`config.mk`:
```
export PLATFORM = sky130hd
export DESIGN_NAME = pbov_port
export DESIGN_NICKNAME = d
export VERILOG_FILES = /design/src/rtl/pbov_port.v
export VERILOG_INCLUDE_DIRS = /design/src /design/src/include
export SDC_FILE = /design/constraint.sdc
export NUM_CORES = 1
export LEC_CHECK = 0
export BUFFER_PORTS_ARGS = -buffer_cell sky130_fd_sc_hd__buf_4
export CORE_UTILIZATION = 42
export CTS_CLUSTER_DIAMETER = 120
export DETAILED_ROUTE_END_ITERATION = 10
export GPL_TIMING_DRIVEN = 1
export HOLD_SLACK_MARGIN = 0.05
export PLACE_DENSITY = 0.71
export SYNTH_ARGS = -nofsm -noshare
export SYNTH_HDL_FRONTEND = slang
export SYNTH_SLANG_ARGS = --single-unit
```
`constraint.sdc`:
```
create_clock -name aclk -period 4.09 [get_ports aclk]
set_input_delay 0.818 -clock aclk [delete_from_list [all_inputs] [get_ports aclk]]
set_output_delay 0.818 -clock aclk [all_outputs]
set_load 0.1 [all_outputs]
```
`src/include/pbov_consts.vh`:
```
// constants for the port register block and port b low-pin override logic
// Contract
// software sets b0 direction before route-u wave
// route-u steer bit gates chan a onto b0
// three-wire mode leaves b0 input for data
// b2 override: two-wire default pins or route v
// b2 override value zero in two-wire, else wave
// b1 value: shift bit under serial mode, else b
// b0 override: two-wire default pins or route u
// b0 override value zero in two-wire, else wave
// synced b0 feeds pin-change 8 and serial data
// synced b2 feeds pin-change 10 and serial clock
// output latch registers, read/write, reset zero
// direction registers reset zero, one means output
// pin level registers return sampled pin levels
// three-wire output drives b1 only when direction set
// override enables replace register output, direction, pull-up
`ifndef PBOV_CONSTS_VH
`define PBOV_CONSTS_VH
// register indexes; byte address is four times the index
`define PBOV_IDX_A_PIN 3'h0
`define PBOV_IDX_A_DIR 3'h1
`define PBOV_IDX_A_OUT 3'h2
`define PBOV_IDX_B_PIN 3'h3
`define PBOV_IDX_B_DIR 3'h4
`define PBOV_IDX_B_OUT 3'h5
`define PBOV_IDX_STEER 3'h6
`define PBOV_IDX_SERIAL 3'h7
`define PBOV_RST_BYTE 8'h00
// steering register fields
`define PBOV_STEER_AU 0
`define PBOV_STEER_AV 1
`define PBOV_STEER_BU 2
`define PBOV_STEER_AEN 3
`define PBOV_STEER_BEN 4
// serial control register fields
`define PBOV_SER_TWO 0
`define PBOV_SER_THREE 1
`define PBOV_SER_POS 2
`define PBOV_RESP_OKAY 2'h0
`define PBOV_RESP_SLVERR 2'h2
`endif

```
`src/rtl/pbov_port.v`:
```
// port a/b registers with port b low-pin alternate function overrides
`timescale 1ns/10ps
`include "pbov_consts.vh"
module pbov_port #(
  parameter WIDTH = 8
) (
  input wire aclk,
  input wire aresetn,
  input wire [4:0] s_axi_awaddr,
  input wire s_axi_awvalid,
  output reg s_axi_awready,
  input wire [31:0] s_axi_wdata,
  input wire [3:0] s_axi_wstrb,
  input wire s_axi_wvalid,
  output reg s_axi_wready,
  output reg [1:0] s_axi_bresp,
  output reg s_axi_bvalid,
  input wire s_axi_bready,
  input wire [4:0] s_axi_araddr,
  input wire s_axi_arvalid,
  output reg s_axi_arready,
  output reg [31:0] s_axi_rdata,
  output reg [1:0] s_axi_rresp,
  output reg s_axi_rvalid,
  input wire s_axi_rready,
  input wire [WIDTH-1:0] pa_in,
  output reg [WIDTH-1:0] pa_out,
  output reg [WIDTH-1:0] pa_oe,
  output reg [WIDTH-1:0] pa_pullup,
  input wire [WIDTH-1:0] pb_in,
  output reg [WIDTH-1:0] pb_out,
  output reg [WIDTH-1:0] pb_oe,
  output reg [WIDTH-1:0] pb_pullup,
  input wire timer1_chan_a_wave,
  input wire timer1_chan_b_wave,
  input wire serial_shift_msb_out,
  input wire serial_wire_mode_cond,
  output reg pin_change_source_8,
  output reg pin_change_source_10,
  output reg three_wire_serial_input,
  output reg two_wire_data_in,
  output reg serial_clock_input
);

  // ************************************************
  // register state
  // ************************************************
  reg [WIDTH-1:0] a_output_latch_q;
  reg [WIDTH-1:0] a_direction_q;
  reg [WIDTH-1:0] b_output_latch_q;
  reg [WIDTH-1:0] b_direction_q;
  reg [4:0] timer1_output_steer_reg_q;
  reg [2:0] serial_ctrl_q;
  reg [WIDTH-1:0] a_sync1_q;
  reg [WIDTH-1:0] a_pin_levels_q;
  reg [WIDTH-1:0] b_sync1_q;
  reg [WIDTH-1:0] b_pin_levels_q;
  reg aw_hold_q;
  reg [2:0] aw_idx_q;
  reg aw_ok_q;
  reg w_hold_q;
  reg [31:0] w_data_q;
  reg w_strb_q;

  // ************************************************
  // bus decode helpers
  // ************************************************
  function [2:0] idx_of;
    input [4:0] addr;
    begin
      idx_of = addr[4:2];
    end
  endfunction

  // all eight indexes are mapped; unaligned addresses are refused
  function mapped;
    input [4:0] addr;
    begin
      mapped = (addr[1:0] == 2'h0);
    end
  endfunction

  // pull-up only while the pin is an input
  function [WIDTH-1:0] pull_of;
    input [WIDTH-1:0] latch;
    input [WIDTH-1:0] dir;
    begin
      pull_of = latch & ~dir;
    end
  endfunction

  // two-wire mode on the default pins holds a pin whose direction bit is set
  function two_wire_hold;
    input two_wire;
    input default_pins;
    input dir_bit;
    begin
      two_wire_hold = two_wire & default_pins & dir_bit;
    end
  endfunction

  // ************************************************
  // override logic
  // ************************************************
  wire timer1_chan_a_route_u = timer1_output_steer_reg_q[`PBOV_STEER_AU];
  wire timer1_chan_a_route_v = timer1_output_steer_reg_q[`PBOV_STEER_AV];
  wire timer1_chan_b_route_u = timer1_output_steer_reg_q[`PBOV_STEER_BU];
  wire timer1_chan_a_out_en = timer1_output_steer_reg_q[`PBOV_STEER_AEN];
  wire timer1_chan_b_out_en = timer1_output_steer_reg_q[`PBOV_STEER_BEN];
  wire serial_two_wire_active = serial_ctrl_q[`PBOV_SER_TWO];
  wire serial_three_wire_active = serial_ctrl_q[`PBOV_SER_THREE];
  // default position is select low
  wire serial_default_pins = ~serial_ctrl_q[`PBOV_SER_POS];
  wire b0_direction_bit = b_direction_q[0];
  wire b2_direction_reg_bit = b_direction_q[2];
  wire b1_output_bit = b_output_latch_q[1];

  wire tw0 = two_wire_hold(serial_two_wire_active, serial_default_pins, b0_direction_bit);
  wire tw2 = two_wire_hold(serial_two_wire_active, serial_default_pins, b2_direction_reg_bit);
  wire b0_pin_value_override_en = tw0 | (timer1_chan_a_out_en & timer1_chan_a_route_u);
  wire b0_pin_value_override_val = tw0 ? 1'b0 : timer1_chan_a_wave;
  wire b2_pin_value_override_en = tw2 | (timer1_chan_a_out_en & timer1_chan_a_route_v);
  wire b2_pin_value_override_val = tw2 ? 1'b0 : timer1_chan_a_wave;
  // three-wire data out takes b1 value; direction stays with software
  wire b1_serial = serial_three_wire_active & serial_wire_mode_cond & serial_default_pins;
  wire b1_pin_value_override_en = b1_serial | (timer1_chan_b_out_en & timer1_chan_b_route_u);
  wire b1_pin_value_override_val = b1_serial ? serial_shift_msb_out : timer1_chan_b_wave;
  // two-wire pins drive low only, open-drain style
  wire direction_override_en = serial_two_wire_active & serial_default_pins;
  wire b0_direction_override_val = (serial_shift_msb_out | b_output_latch_q[0]) & b0_direction_bit;
  wire b2_direction_override_val = b_output_latch_q[2] & b2_direction_reg_bit;

  reg [WIDTH-1:0] pb_out_d;
  reg [WIDTH-1:0] pb_oe_d;
  reg [WIDTH-1:0] pb_pu_d;
  always @* begin
    pb_out_d = b_output_latch_q;
    pb_oe_d = b_direction_q;
    pb_pu_d = pull_of(b_output_latch_q, b_direction_q);
    if (b0_pin_value_override_en) begin
      pb_out_d[0] = b0_pin_value_override_val;
    end
    if (b1_pin_value_override_en) begin
      pb_out_d[1] = b1_pin_value_override_val;
    end
    if (b2_pin_value_override_en) begin
      pb_out_d[2] = b2_pin_value_override_val;
    end
    if (direction_override_en) begin
      pb_oe_d[0] = b0_direction_override_val;
      pb_oe_d[2] = b2_direction_override_val;
      pb_pu_d[0] = 1'b0;
      pb_pu_d[2] = 1'b0;
    end
    pb_pu_d[1] = b1_output_bit & ~b_direction_q[1];
  end

  // ************************************************
  // bus slave and registers
  // ************************************************
  wire aw_take = s_axi_awvalid & s_axi_awready;
  wire w_take = s_axi_wvalid & s_axi_wready;
  wire aw_have = aw_hold_q | aw_take;
  wire w_have = w_hold_q | w_take;
  wire [2:0] aw_idx_d = aw_take ? idx_of(s_axi_awaddr) : aw_idx_q;
  wire aw_ok_d = aw_take ? mapped(s_axi_awaddr) : aw_ok_q;
  wire [31:0] wd = w_take ? s_axi_wdata : w_data_q;
  wire ws = w_take ? s_axi_wstrb[0] : w_strb_q;
  wire do_write = aw_have & w_have & ~s_axi_bvalid;
  wire wr_en = do_write & aw_ok_d & ws;

  reg [31:0] rd_d;
  always @* begin
    rd_d = 32'h0;
    case (idx_of(s_axi_araddr))
      `PBOV_IDX_A_PIN: rd_d[WIDTH-1:0] = a_pin_levels_q;
      `PBOV_IDX_A_DIR: rd_d[WIDTH-1:0] = a_direction_q;
      `PBOV_IDX_A_OUT: rd_d[WIDTH-1:0] = a_output_latch_q;
      `PBOV_IDX_B_PIN: rd_d[WIDTH-1:0] = b_pin_levels_q;
      `PBOV_IDX_B_DIR: rd_d[WIDTH-1:0] = b_direction_q;
      `PBOV_IDX_B_OUT: rd_d[WIDTH-1:0] = b_output_latch_q;
      `PBOV_IDX_STEER: rd_d[4:0] = timer1_output_steer_reg_q;
      `PBOV_IDX_SERIAL: rd_d[2:0] = serial_ctrl_q;
      default: rd_d = 32'h0;
    endcase
  end

  always @(posedge aclk) begin
    if (!aresetn) begin
      a_output_latch_q <= {WIDTH{1'b0}};
      a_direction_q <= {WIDTH{1'b0}};
      b_output_latch_q <= {WIDTH{1'b0}};
      b_direction_q <= {WIDTH{1'b0}};
      timer1_output_steer_reg_q <= 5'h00;
      serial_ctrl_q <= 3'h0;
      aw_hold_q <= 1'b0;
      aw_idx_q <= 3'h0;
      aw_ok_q <= 1'b0;
      w_hold_q <= 1'b0;
      w_data_q <= 32'h0;
      w_strb_q <= 1'b0;
      s_axi_awready <= 1'b0;
      s_axi_wready <= 1'b0;
      s_axi_bvalid <= 1'b0;
      s_axi_bresp <= `PBOV_RESP_OKAY;
    end else begin
      aw_idx_q <= aw_idx_d;
      aw_ok_q <= aw_ok_d;
      w_data_q <= wd;
      w_strb_q <= ws;
      aw_hold_q <= aw_have & ~do_write;
      w_hold_q <= w_have & ~do_write;
      // accept one of each, then wait for the response to drain
      s_axi_awready <= ~aw_have & ~s_axi_bvalid & ~s_axi_awready;
      s_axi_wready <= ~w_have & ~s_axi_bvalid & ~s_axi_wready;
      if (do_write) begin
        s_axi_bvalid <= 1'b1;
        s_axi_bresp <= aw_ok_d ? `PBOV_RESP_OKAY : `PBOV_RESP_SLVERR;
      end else if (s_axi_bready) begin
        s_axi_bvalid <= 1'b0;
      end
      if (wr_en) begin
        case (aw_idx_d)
          `PBOV_IDX_A_DIR: a_direction_q <= wd[WIDTH-1:0];
          `PBOV_IDX_A_OUT: a_output_latch_q <= wd[WIDTH-1:0];
          `PBOV_IDX_B_DIR: b_direction_q <= wd[WIDTH-1:0];
          `PBOV_IDX_B_OUT: b_output_latch_q <= wd[WIDTH-1:0];
          `PBOV_IDX_STEER: timer1_output_steer_reg_q <= wd[4:0];
          `PBOV_IDX_SERIAL: serial_ctrl_q <= wd[2:0];
          default: ;
        endcase
      end
    end
  end

  // ************************************************
  // read channel
  // ************************************************
  // reads run apart from writes, so a read may overlap a pending write
  always @(posedge aclk) begin
    if (!aresetn) begin
      s_axi_arready <= 1'b0;
      s_axi_rvalid <= 1'b0;
      s_axi_rdata <= 32'h0;
      s_axi_rresp <= `PBOV_RESP_OKAY;
    end else begin
      s_axi_arready <= ~s_axi_arready & ~s_axi_rvalid & s_axi_arvalid;
      if (s_axi_arvalid & s_axi_arready) begin
        s_axi_rvalid <= 1'b1;
        s_axi_rdata <= mapped(s_axi_araddr) ? rd_d : 32'h0;
        s_axi_rresp <= mapped(s_axi_araddr) ? `PBOV_RESP_OKAY : `PBOV_RESP_SLVERR;
      end else if (s_axi_rready) begin
        s_axi_rvalid <= 1'b0;
      end
    end
  end

  // ************************************************
  // pin sampling and pin drive
  // ************************************************
  // sampled levels have no reset: value before two edges is undefined
  always @(posedge aclk) begin
    a_sync1_q <= pa_in;
    a_pin_levels_q <= a_sync1_q;
    b_sync1_q <= pb_in;
    b_pin_levels_q <= b_sync1_q;
  end

  always @(posedge aclk) begin
    if (!aresetn) begin
      pa_out <= {WIDTH{1'b0}};
      pa_oe <= {WIDTH{1'b0}};
      pa_pullup <= {WIDTH{1'b0}};
      pb_out <= {WIDTH{1'b0}};
      pb_oe <= {WIDTH{1'b0}};
      pb_pullup <= {WIDTH{1'b0}};
    end else begin
      pa_out <= a_output_latch_q;
      pa_oe <= a_direction_q;
      pa_pullup <= pull_of(a_output_latch_q, a_direction_q);
      pb_out <= pb_out_d;
      pb_oe <= pb_oe_d;
      pb_pullup <= pb_pu_d;
    end
  end

  // ************************************************
  // alternate input feeds
  // ************************************************
  always @(posedge aclk) begin
    if (!aresetn) begin
      pin_change_source_8 <= 1'b0;
      pin_change_source_10 <= 1'b0;
      three_wire_serial_input <= 1'b0;
      two_wire_data_in <= 1'b0;
      serial_clock_input <= 1'b0;
    end else begin
      pin_change_source_8 <= b_pin_levels_q[0];
      three_wire_serial_input <= b_pin_levels_q[0];
      two_wire_data_in <= b_pin_levels_q[0];
      pin_change_source_10 <= b_pin_levels_q[2];
      serial_clock_input <= b_pin_levels_q[2];
    end
  end

endmodule // pbov_port

```
==> impl_metrics.ini <==
[sta]
skew_ns = 0.009803
fmax_mhz = 388.8
final_max_slew_viol_count = 0
setup_violations = 0
tightest_slew_ns = 0.8700
final.setup.tns_ns = 0
timing.final.crit_share_pct = 62.88
min_period_ns = 2.572
slew_headroom_pct = 41.69
rsz0062_at_grt = false
hold_viol_final = 0

[setup_path]
cp.required_ns = 4.40
arrival_ns = 2.88
end_kind = flip-flop
timing.critical_path.cells = buf_4, a21bo_1, and2_4, or4_4, nor3_4, mux2_2
worst_path_max_delay_cell = nor3_4
path_max_fanout = 8
slowest_delay_ns = 0.61
startpoint_type = primary input
crit_type = primary input to flip-flop

[drt]
vias_per_cell = 4.777
finalWirelength_mm = 11.59
wire_per_inst_um = 14.76
drt_iter0_drc = 158
via_count = 3750
drtPass1Iterations = 4
drc = 0
ant_nets = 0

[floorplanning]
core_um2 = 12060
fp.dieH_um = 113.7
io_pins = 167
dieArea_um2 = 12930
chipWidth_um = 113.7
initial_core_util_pct = 43.44
rows = 40

[placed_design]
numPortBuffers = 113
place_hpwl_mm = 7.903
gp_congestion = 0.8381

[synthesis]
synthDistinctLibCells = 45
synth-seq-cells = 152
avgSynthCellArea_um2 = 10.61
yosys.area_share.simple_pct = 14.45
synth_xor_area_share_pct = 0
netlist_area_um2 = 5240
synth_top_cell_by_area = dfxtp_1
synth_edf_count = 0
synth_top_family_by_area = simple AND/OR/NAND/NOR gates
synthCells = 494
synth.area.top_cells = dfxtp_1 58%, mux2i_1 7.6%, nand2_1 5.0%
muxShareOfSynthArea_pct = 13.66
seq_area_frac_synth_pct = 58.07
synthArstFlopShare_pct = 0
yosys.area_share.adder_pct = 0
synth_compound_area_share_pct = 6.543
synth_top_area_share_pct = 58.07
ys_warn_count = 0
synth_flop_cell = dfxtp_1

[cts]
path_clk_slew_ns = 0.06
cts_resized = 0
clk_latency_ns = 0.42
postCtsSetupBuffers = 0
cts_tree = done
cts_buffer_depth = 2
clock-sinks = 152
clockRootBuffer = clkbuf_16
cts_hold_buf = 0
cts_buffers = 17
htreeDepth = 4

[run]
cap_violations = 0

[global_route]
grt_pass1_vias = 3592
grt_util_all_layers_pct = 18.53
grt_pass1_wl_mm = 17.99
grt_overflow_total = 0
grt_antenna_before_repair = 0
grt_max_degree = 71

[cells_and_area]
antennaDiodeCount = 0
final_util_pct = 55.82
nets = 677
area.growth.synth_to_final_pct = 28.49
drive_gt1_share_pct = 27.23

[pwr]
powerDensity_nw_per_um2 = 523.5
ir_worst_vdd_uv = 281.4
power_leakage_nw = 3.227

[min_path]
min_path_type = flip-flop to flip-flop

[status]
outcome = finished, final reports clean
[layout make-up]
type | instances | area (um2)
Multi-Input combinational cell | 298 | 1913
Fill cell | 1015 | 5329
Sequential cell | 152 | 3043
Timing Repair Buffer | 113 | 848.3
Clock inverter | 11 | 195.2
Clock buffer | 21 | 440.4
Tap cell | 168 | 210.2
Inverter | 22 | 82.58
[final timing paths]
path / from / endpoint / slack, ns / cells after the start
worst max-delay path: s_axi_wvalid / b_direction_q[3] / 1.52 / 6
worst max register to register: s_axi_awready / a_output_latch_q[3] / 1.66 / 5
worst min register to register: b_sync1_q[4] / b_pin_levels_q[4] / 0.32 / 0
worst min-delay path: b_sync1_q[4] / b_pin_levels_q[4] / 0.32 / 0
[layout by cell type, fill, tap and decap left out, types with 8 or more instances in the layout]
master     count
clkbuf_16     17
nor2b_1        8
nand2_1       70
nor2_1        27
dfxtp_1      152
o21ai_0       15
and2_1        18
a21oi_1       14
mux2_2        16
inv_1         22
conb_1        26
mux2i_1       40
buf_4        113
[cells by family (layout without fill, tap and decap cells)]
logic type,count (synthesis),after routing
compound gates,54,54
buf+inv,69,167
flops,152,152
mux,62,62
other cells,1,26
simple gates,156,156
[worst max-delay path, delay by kind of cell]
kind / cells / cell delay (ns)
and+or+nand+nor: 3 / 1.32
muxes: 1 / 0.42
AOI/OAI and AO/OA: 1 / 0.20
buffers and inverters: 1 / 0.13
[report_power, final]
group / switching, W / leakage, nW / total, W / internal, W
Clock: 0.000595 / 0.298 / 0.00168 / 0.00108
Sequential: 0.0000160 / 1.24 / 0.00153 / 0.00151
Combinational: 0.000240 / 1.69 / 0.000316 / 0.0000758
Total: 0.000851 / 3.23 / 0.00352 / 0.00267
[routing by layer]
metal	routed length, um	global-route usage [%]	part of all wire [%]	up-vias
met4	158	7.719	1.4	0
li1	-	-	-	1827
met1	5038	22.50	43	1776
met5	0	0	0	-
met2	5818	31.22	50	128
met3	575	4.782	5.0	19
[cells in the mapped netlist (all sizes together), types with 2 or more instances]
master and count:
dfxtp 152, a22o 2, o21ai 15, nor2 27, nand3 5, nor4 3
a31oi 2, mux2 16, nor3b 4, buf 33, a21oi 14, mux2i 40
nand4b 2, and2 19, o31ai 3, a21boi 4, inv 22, mux4 6
nor3 7, nand2 70, nand2b 4, a211oi 6, clkbuf 14, nor2b 8
[stage by stage]
stage | area [um2] | total power [W] | setup slack (ns) | instances | hold slack [ns]
CTS | 6733 | 0.003548 | 1.578 | 785 | 0.3264
finish | 6733 | 0.003525 | 1.518 | 785 | 0.3246
detailed placement | 6097 | 0.001876 | 1.139 | 753 | 0.3136
floorplan | 5334 | 0.001824 | 1.344 | 519 | 0.3096
global placement | 6097 | 0.001870 | 1.185 | 753 | 0.3128
global route | 6733 | 0.003636 | 1.425 | 785 | 0.3300
Power figures use the tool's default switching activity.
